--- config.mk ---
export PLATFORM = sky130hd
export DESIGN_NAME = bus_cycle_termination_error
export DESIGN_NICKNAME = d
export VERILOG_FILES = /design/src/verilog/bct_pkg.sv /design/src/verilog/bus_cycle_termination_error.sv
export VERILOG_INCLUDE_DIRS = /design/src /design/src/verilog
export SDC_FILE = /design/constraint.sdc
export NUM_CORES = 1
export LEC_CHECK = 0
export BUFFER_PORTS_ARGS = -buffer_cell sky130_fd_sc_hd__buf_2
export CAP_MARGIN = 20
export CORE_UTILIZATION = 40
export DETAILED_ROUTE_END_ITERATION = 10
export PLACE_DENSITY = 0.71
export REMOVE_ABC_BUFFERS = 1
export SETUP_SLACK_MARGIN = 0.02
export SLEW_MARGIN = 10
export SYNTH_ARGS = -nofsm -noshare
export SYNTH_HDL_FRONTEND = slang
export SYNTH_SLANG_ARGS = --single-unit
--- constraint.sdc ---
create_clock -name mclk -period 2 [get_ports mclk]
set_clock_uncertainty 0.05 [all_clocks]
set_input_delay 0.1 -clock mclk [delete_from_list [all_inputs] [get_ports mclk]]
set_output_delay 0.1 -clock mclk [all_outputs]
set_load 0.02 [all_outputs]
--- src/verilog/bct_defines.svh ---
`ifndef BCT_DEFINES_SVH
`define BCT_DEFINES_SVH

// Transfer type codes
`define BCT_TT_NORMAL 2'h0
`define BCT_TT_ACK    2'h3

// Breakpoint acknowledge attributes
`define BCT_BREAKPOINT_INSTRUCTION_ADDR 32'h00000000
`define BCT_BREAKPOINT_INSTRUCTION_TM   3'h0

// Line transfer beats, first, second and last index
`define BCT_BEAT_FIRST 2'h0
`define BCT_BEAT_SECOND 2'h1
`define BCT_BEAT_LAST  2'h3

// Longword select field within a line address
`define BCT_BEAT_LSB 2
`define BCT_BEAT_MSB 3

// Reset values
`define BCT_RST_ADDR 32'h00000000
`define BCT_RST_TM   3'h0

`endif

--- src/verilog/bct_pkg.sv ---
package bct_pkg;

  // Kind of access the core hands over
  typedef enum logic [2:0] {
    K_READ, K_WRITE, K_LINE_READ, K_LINE_PUSH,
    K_WT_WRITE, K_FETCH, K_BREAKPOINT_INSTRUCTION
  } kind_t;

  // Controller states
  typedef enum logic [1:0] {S_IDLE, S_PREP, S_RUN} state_t;

  // Access request from the core
  typedef struct packed {
    kind_t       kind;
    logic [31:0] addr;
    logic [1:0]  tt;
    logic [2:0]  tm;
    logic [1:0]  want_beat;
    logic        span;
    logic        replace_valid;
    logic        replace_dirty;
    logic        forced_push;
  } req_t;

  // External bus outputs
  typedef struct packed {
    logic        active;
    logic        write;
    logic [31:0] address_lines;
    logic        transfer_type_hi;
    logic        transfer_type_lo;
    logic [2:0]  transfer_modifier;
  } bus_t;

  // One-cycle result pulses
  typedef struct packed {
    logic done;
    logic retried;
    logic access_err;
    logic illegal_exc;
    logic fetch_fault;
    logic fill_drop;
    logic line_inval;
    logic line_restore;
    logic line_keep;
    logic line_update;
  } res_t;

endpackage

--- src/verilog/bus_cycle_termination_error.sv ---
`timescale 1ns/10ps
`default_nettype none
`include "bct_defines.svh"

// Operation
// - Breakpoint runs acknowledge cycle, type 3, address zero, modifier zero.
// - Breakpoint cycle ended by either acknowledge gives illegal instruction exception.
// - Error alone ends cycle as bus error, exception possibly deferred.
// - Both acknowledges together end the cycle and retry it.
// - Normal acknowledge alone completes; neither inserts a wait and resamples.
// - Bus error ends access at once; line abandons remaining beats.
// - Prefetch error raises exception only when used; dropped on branch.
// - Line read error on beats 2-4 reported only if that longword requested.
// - Unreported line read error: line not cached, refetched later.
// - Spanning operand error on first or second beat is reported immediately.
// - Error on any write or requested read is reported immediately.
// - Line being replaced is invalidated before fill; stays invalid on error.
// - Dirty line restored from push buffer when replacement read errors.
// - Push error keeps line valid after replacement, invalidates if forced push.
// - Write-through updates cache first; line stays valid on write error.
// - State-save bus error corrupts saved frame; no protection is given.
// - Retry reruns same address and attributes unless snoop killed the push.
// - Retry on beats 2-4 of a line is a bus error and aborts.
module bus_cycle_termination_error (
  input  wire logic          mclk,
  input  wire logic          rst,
  input  wire logic          req_valid,
  input  wire bct_pkg::req_t req,
  input  wire logic          transfer_ack_n,
  input  wire logic          transfer_error_ack_n,
  input  wire logic          snoop_kill,
  input  wire logic          fetch_used,
  input  wire logic          fetch_flush,
  output logic               req_ready,
  output bct_pkg::bus_t      bus,
  output bct_pkg::res_t      res,
  output logic               fault_pending
);

  bct_pkg::state_t state;
  bct_pkg::state_t next_state;
  bct_pkg::req_t   cur;
  bct_pkg::req_t   next_cur;
  bct_pkg::bus_t   next_bus;
  bct_pkg::res_t   next_res;
  logic [1:0]      beat;
  logic [1:0]      next_beat;
  logic            next_req_ready;
  logic            next_fault_pending;
  logic [1:0]      ack_meta;
  logic [1:0]      ack_sync;
  logic            ta;
  logic            transfer_error_ack;
  logic            is_line;
  logic            is_write;
  logic            report;

  // Pin synchronisers, active-low pins turned active-high
  always_ff @(posedge mclk) begin
    if (rst) begin
      ack_meta <= 2'h0;
      ack_sync <= 2'h0;
    end else begin
      ack_meta <= {~transfer_error_ack_n, ~transfer_ack_n};
      ack_sync <= ack_meta;
    end
  end

  assign ta  = ack_sync[0];
  assign transfer_error_ack = ack_sync[1];

  // Access classification
  assign is_line  = (cur.kind == bct_pkg::K_LINE_READ) ||
                    (cur.kind == bct_pkg::K_LINE_PUSH);
  assign is_write = (cur.kind == bct_pkg::K_WRITE) ||
                    (cur.kind == bct_pkg::K_WT_WRITE) ||
                    (cur.kind == bct_pkg::K_LINE_PUSH);

  // Line read error is reported on first beat, requested beat or span
  assign report = (beat == `BCT_BEAT_FIRST) || (beat == cur.want_beat) ||
                  (cur.span && (beat == `BCT_BEAT_SECOND));

  // Next-state logic of the termination controller
  always_comb begin
    next_state         = state;
    next_cur           = cur;
    next_bus           = bus;
    next_res           = '0;
    next_beat          = beat;
    next_req_ready     = req_ready;
    next_fault_pending = fault_pending;
    if (fetch_used && fault_pending) begin
      next_res.fetch_fault = 1'b1;
    end
    if (fetch_used || fetch_flush) begin
      next_fault_pending = 1'b0;
    end
    unique case (state)
      bct_pkg::S_IDLE: begin
        if (req_valid) begin
          next_cur       = req;
          next_beat      = `BCT_BEAT_FIRST;
          next_req_ready = 1'b0;
          next_bus.write = (req.kind == bct_pkg::K_WRITE) ||
                           (req.kind == bct_pkg::K_WT_WRITE) ||
                           (req.kind == bct_pkg::K_LINE_PUSH);
          next_bus.address_lines = req.addr;
          {next_bus.transfer_type_hi, next_bus.transfer_type_lo} = req.tt;
          next_bus.transfer_modifier = req.tm;
          if (req.kind == bct_pkg::K_BREAKPOINT_INSTRUCTION) begin
            next_bus.address_lines = `BCT_BREAKPOINT_INSTRUCTION_ADDR;
            {next_bus.transfer_type_hi, next_bus.transfer_type_lo} = `BCT_TT_ACK;
            next_bus.transfer_modifier = `BCT_BREAKPOINT_INSTRUCTION_TM;
          end
          if ((req.kind == bct_pkg::K_LINE_READ && req.replace_valid) ||
              req.kind == bct_pkg::K_WT_WRITE) begin
            next_state = bct_pkg::S_PREP;
          end else begin
            next_state      = bct_pkg::S_RUN;
            next_bus.active = 1'b1;
          end
        end
      end
      bct_pkg::S_PREP: begin
        // Cache touched in the same cycle the bus cycle starts
        next_res.line_inval  = (cur.kind == bct_pkg::K_LINE_READ);
        next_res.line_update = (cur.kind == bct_pkg::K_WT_WRITE);
        next_state           = bct_pkg::S_RUN;
        next_bus.active      = 1'b1;
      end
      bct_pkg::S_RUN: begin
        if (ta && transfer_error_ack && !(is_line && beat != `BCT_BEAT_FIRST)) begin
          if (cur.kind == bct_pkg::K_LINE_PUSH && snoop_kill) begin
            // Snooped push is dropped instead of rerun
            next_res.done   = 1'b1;
            next_state      = bct_pkg::S_IDLE;
            next_bus.active = 1'b0;
            next_req_ready  = 1'b1;
          end else begin
            next_res.retried = 1'b1;
          end
        end else if (transfer_error_ack) begin
          // Bus error, or late line retry treated as one
          next_res.done   = 1'b1;
          next_state      = bct_pkg::S_IDLE;
          next_bus.active = 1'b0;
          next_req_ready  = 1'b1;
          unique case (cur.kind)
            bct_pkg::K_BREAKPOINT_INSTRUCTION:      next_res.illegal_exc = 1'b1;
            bct_pkg::K_FETCH:     next_fault_pending = 1'b1;
            bct_pkg::K_LINE_READ: begin
              next_res.access_err   = report;
              next_res.fill_drop    = !report;
              next_res.line_restore = cur.replace_dirty;
            end
            bct_pkg::K_LINE_PUSH: begin
              next_res.access_err = 1'b1;
              next_res.line_inval = cur.forced_push;
              next_res.line_keep  = !cur.forced_push;
            end
            bct_pkg::K_WT_WRITE: begin
              next_res.access_err = 1'b1;
              next_res.line_keep  = 1'b1;
            end
            // State-save stores end here too; a failed one leaves a corrupt frame
            default: next_res.access_err = 1'b1;
          endcase
        end else if (ta) begin
          if (is_line && beat != `BCT_BEAT_LAST) begin
            // Next longword of the line
            next_beat = beat + 2'h1;
            next_bus.address_lines[`BCT_BEAT_MSB:`BCT_BEAT_LSB] =
              bus.address_lines[`BCT_BEAT_MSB:`BCT_BEAT_LSB] + 2'h1;
          end else begin
            next_res.done        = 1'b1;
            next_res.illegal_exc = (cur.kind == bct_pkg::K_BREAKPOINT_INSTRUCTION);
            next_state           = bct_pkg::S_IDLE;
            next_bus.active      = 1'b0;
            next_req_ready       = 1'b1;
          end
        end
        // Neither acknowledge: wait and resample
      end
    endcase
  end

  // State registers
  always_ff @(posedge mclk) begin
    if (rst) begin
      state     <= bct_pkg::S_IDLE;
      cur       <= '0;
      beat      <= `BCT_BEAT_FIRST;
      req_ready <= 1'b1;
      res       <= '0;
      fault_pending <= 1'b0;
      bus.active    <= 1'b0;
      bus.write     <= 1'b0;
      bus.address_lines <= `BCT_RST_ADDR;
      {bus.transfer_type_hi, bus.transfer_type_lo} <= `BCT_TT_NORMAL;
      bus.transfer_modifier <= `BCT_RST_TM;
    end else begin
      state         <= next_state;
      cur           <= next_cur;
      beat          <= next_beat;
      req_ready     <= next_req_ready;
      res           <= next_res;
      fault_pending <= next_fault_pending;
      bus           <= next_bus;
    end
  end
endmodule
`default_nettype wire
==> parameters.txt <==
Parameter                              Value

Die
  Die outline area    6749 um2
  Number of cell rows    28
  Core area    roughly 6100 um2
  Die Ht    82.16 um
  Initial core utilization    42.40%
  Number of primary I/O pins    about 110
  Die width    82.16 um

Timing
  Worst Tran Pin Value    between 0.4 and 0.5 ns
  Setup Viol. Count Final    0
  RSZ-0062 raised after global routing    false
  Final period util    a little over nine tenths
  Count of endpoints failing hold in the final timing report    0
  Final critical path time including I/O delays and setup    1.898 ns
  Final-report max-slew violation count    0
  Post-route setup slack    around 0.1 ns
  Slew HR    between 60% and 70%
  Final-layout setup total negative slack    0 ns
  F_max    between 500 and 600 MHz

Pwr
  Total power per unit cell area    just under 1000 nW/um2
  Leakage power figure    0.001782 uW
  Peak supply drop    0.0005832 V

Placed design
  Pre-CTS WS    about 0.0034 ns
  Post-Place Cells    454
  Number of port buffers    ~100
  Post-DP Area    3189 um2
  RD Place Congestion    0.8169
  Final HPWL from detailed placement    roughly 4600 um

Yosys
  Prevailing post-synth register cell    sky130_fd_sc_hd__dfxtp_1
  Netlist Area Pre-Place    2570 um2
  Number of enable-type register cells in the synthesized netlist    0
  Sequential share of the synthesized area    a little over half
  Syn Area/Cell    around 9 um2
  Warning count from the yosys run    0
  Distinct cell type count after synthesis    39
  Number of synthesized register bits    67
  Mapped Cells    between 200 and 300
  Proportion of synthesized flip-flops having asynchronous set or reset    0%

Worst hold path
  Min-Delay Path Class    in -> reg
  Min-Delay Path Depth    3
  Startpoint of the worst hold path    req[10]
  Hold Path Sink    bus[4]$_SDFFE_PP0P_

CTS
  Clock tree from TritonCTS    yes
  Longest Clk Path Bufs    2
  Maximum level of the CTS H-tree    3
  Clock Tree Root    sky130_fd_sc_hd__clkbuf_8
  CTS sink count    67
  Clock latency of the later-clocked register in the worst-skew pair    0.34 ns
  Clock-pin slew on the worst setup and hold paths    0.07 ns
  Number of buffers added by the clock tree synthesis step    9

Route
  Number of iterations in the first detailed-routing pass    5
  Antenna violation net count after detailed routing    0
  Detailed-route wire length per cell    ~15 um
  Sum of routed wire length over all layers    around 7400 um
  Via count normalized by instance count    5.136
  Number of DRC markers after the initial detailed-route iteration    ~130
  Vias    approximately 2600
  DRC violation count after routing    0

Global routing
  Global router's overall resource usage    around 23%
  Number of global-route vias before repair    approximately 2500
  Wire length of the first global-routing pass    between 10000 and 15000 um
  Initial antenna violation count    0
  Maximum number of pins on one net before global-route repair    39
  Overflow left after global routing    0

Worst setup path
  Setup CP Type    reg -> reg
  Setup slack on the worst flop-to-flop path    roughly 0.10 ns
  Largest fanout on the critical path    3
  End of the worst register-to-register path    bus[38]$_SDFFE_PP0P_
  Data arrival at the endpoint of the critical path    2.07 ns
  Number of cells traversed by the worst register-to-register path    7
  Endpoint type of the worst setup path    flop
  Kind of start point of the critical path    flop
  Req. time, crit path    between 2 and 2.5 ns
  Worst R2R Start    state[0]$_SDFFE_PP0P_

Finish
  Filler cells    500
  Final standard cell count with taps included and fillers excluded    roughly 500
  Area added between synthesis and finish    49.81%
  Number of nets in the layout    slightly below 500
  Fraction of layout instances using a drive strength above 1    a little under a third
  Non-Filler Cell Area, Final    just under 4000 um2
  ANT cells    0

Job
  Maxcap violations    0

Outcome
  Status    finished clean
[where the power goes]
part | total, uW | internal [uW] | switching [uW]
Combinational | 1050 | 438 | 611
Clock | 1140 | 662 | 477
Sequential | 1570 | 1480 | 91.5
[final cells by class]
cell class	instances	area [um2]	share of cell area [%]
Clock buffer	12	165.2	4.290
Multi-Input combinational cell	190	1144	29.70
Tap cell	75	93.84	2.437
Clock inverter	2	35.03	0.9100
Timing Repair Buffer	158	1036	26.91
Sequential cell	67	1343	34.87
Inverter	9	33.78	0.8775
[how the worst max path moves through the flow]
stage                           from                   end  slack (ns)  depth (start not counted)
6_report       state[0]$_SDFFE_PP0P_  bus[38]$_SDFFE_PP0P_        0.10                          7
5_1_grt        state[0]$_SDFFE_PP0P_  bus[38]$_SDFFE_PP0P_        0.05                          7
4_1_cts        state[0]$_SDFFE_PP0P_  bus[38]$_SDFFE_PP0P_        0.03                          7
3_5_place_dp   state[0]$_SDFFE_PP0P_  bus[38]$_SDFFE_PP0P_       0.003                          7
3_3_place_gp   state[0]$_SDFFE_PP0P_  bus[38]$_SDFFE_PP0P_        0.10                          7
2_1_floorplan  state[0]$_SDFFE_PP0P_   bus[0]$_SDFFE_PP0P_       -0.85                          6
[per-stage QoR]
step,utilization (%),total power (uW),hold slack [ns]
final,63.52,3755,0.01410
after global placement,52.62,2511,0.2055
after floorplan,-,2173,0.1167
after CTS,63.32,3750,0.005016
after global routing,63.52,3961,0.01221
after detailed placement,52.62,2539,0.2047
[state kept, by name, summed over array words and instances (netlist names)]
register / count
fault_pending: 1
req_ready: 1
beat: 2
cur: 8
ack_sync: 2
res: 10
bus: 39
ack_meta: 2
state: 2
[logic make-up (layout without fill, tap and decap cells)]
family                   count (synthesis)  count (layout)  synth area share, %
AND/OR/NAND/NOR                        108             108                19.62
AO/OA/AOI/OAI                           69              69                18.79
flip-flops                              67              67                52.19
buffers and inverters                   25             181                3.846
adder cells (fa/ha/maj)                  6               6                2.921
multiplexers                             4               4                1.607
XOR/XNOR                                 3               3                1.023
[synthesized netlist by cell type, drive strengths merged, types with 2 or more instances]
| library cell | n | area share (%) |
|---|---|---|
| inv | 9 | 1.3 |
| a22oi | 33 | 9.6 |
| nor4 | 3 | 0.73 |
| or3 | 2 | 0.58 |
| and2 | 2 | 0.49 |
| nor3 | 6 | 1.2 |
| ha | 6 | 2.9 |
| mux2i | 3 | 1.2 |
| nand2 | 23 | 3.4 |
| a211oi | 4 | 1.4 |
| o21ai | 5 | 0.97 |
| buf | 4 | 0.78 |
| nor4b | 2 | 0.68 |
| clkbuf | 12 | 1.8 |
| and3 | 2 | 0.49 |
| nand3 | 3 | 0.58 |
| nor2b | 4 | 0.97 |
| and3b | 2 | 0.68 |
| nor2 | 50 | 7.3 |
| xor2 | 2 | 0.68 |
| dfxtp | 67 | 52 |
| nor3b | 4 | 1.2 |
| nand2b | 3 | 0.73 |
| a21oi | 18 | 3.7 |
[repair_timing]
action	4_1_cts	5_1_grt
hold endpoints to repair	43	0
setup endpoints to repair	1	2
hold buffers	44	0
setup buffers	1	0
gates resized for setup	0	4
cloned	0	0
[cells in the final DEF (no fill, tap or decap), types with 3 or more instances in the layout]
cell type,count
sky130_fd_sc_hd__nor3b_1,3
sky130_fd_sc_hd__clkbuf_8,12
sky130_fd_sc_hd__mux2i_1,3
sky130_fd_sc_hd__inv_1,9
sky130_fd_sc_hd__nor2b_1,4
sky130_fd_sc_hd__nand2b_1,3
sky130_fd_sc_hd__a211oi_1,3
sky130_fd_sc_hd__buf_2,104
sky130_fd_sc_hd__o21ai_0,5
sky130_fd_sc_hd__dfxtp_1,66
sky130_fd_sc_hd__a22oi_1,33
sky130_fd_sc_hd__buf_4,10
sky130_fd_sc_hd__dlygate4sd3_1,44
sky130_fd_sc_hd__nand3_1,3
sky130_fd_sc_hd__nor2_1,49
sky130_fd_sc_hd__nand2_1,23
sky130_fd_sc_hd__a21oi_1,17
sky130_fd_sc_hd__nor4_1,3
sky130_fd_sc_hd__nor3_1,6
sky130_fd_sc_hd__ha_1,5
[routing by layer]
layer | wire (um) | global-route usage, % | share of wire [%] | vias up
li1 | - | - | - | 1293
met3 | 542 | 8.352 | 7.3 | 11
met2 | 3703 | 39.59 | 50 | 101
met1 | 3073 | 26.04 | 41 | 1230
met5 | 0 | 0 | 0 | -
met4 | 126 | 9.825 | 1.7 | 0
[worst max-delay path: stages (launching register included)]
cell and delay (ns):
sky130_fd_sc_hd__dfxtp_2 0.34, sky130_fd_sc_hd__inv_1 0.06, sky130_fd_sc_hd__ha_2 0.18, sky130_fd_sc_hd__nor3b_1 0.15
sky130_fd_sc_hd__a311o_1 0.32, sky130_fd_sc_hd__a41o_1 0.24, sky130_fd_sc_hd__a21oi_2 0.13, sky130_fd_sc_hd__mux2_4 0.31
Power figures use the tool's default switching activity.
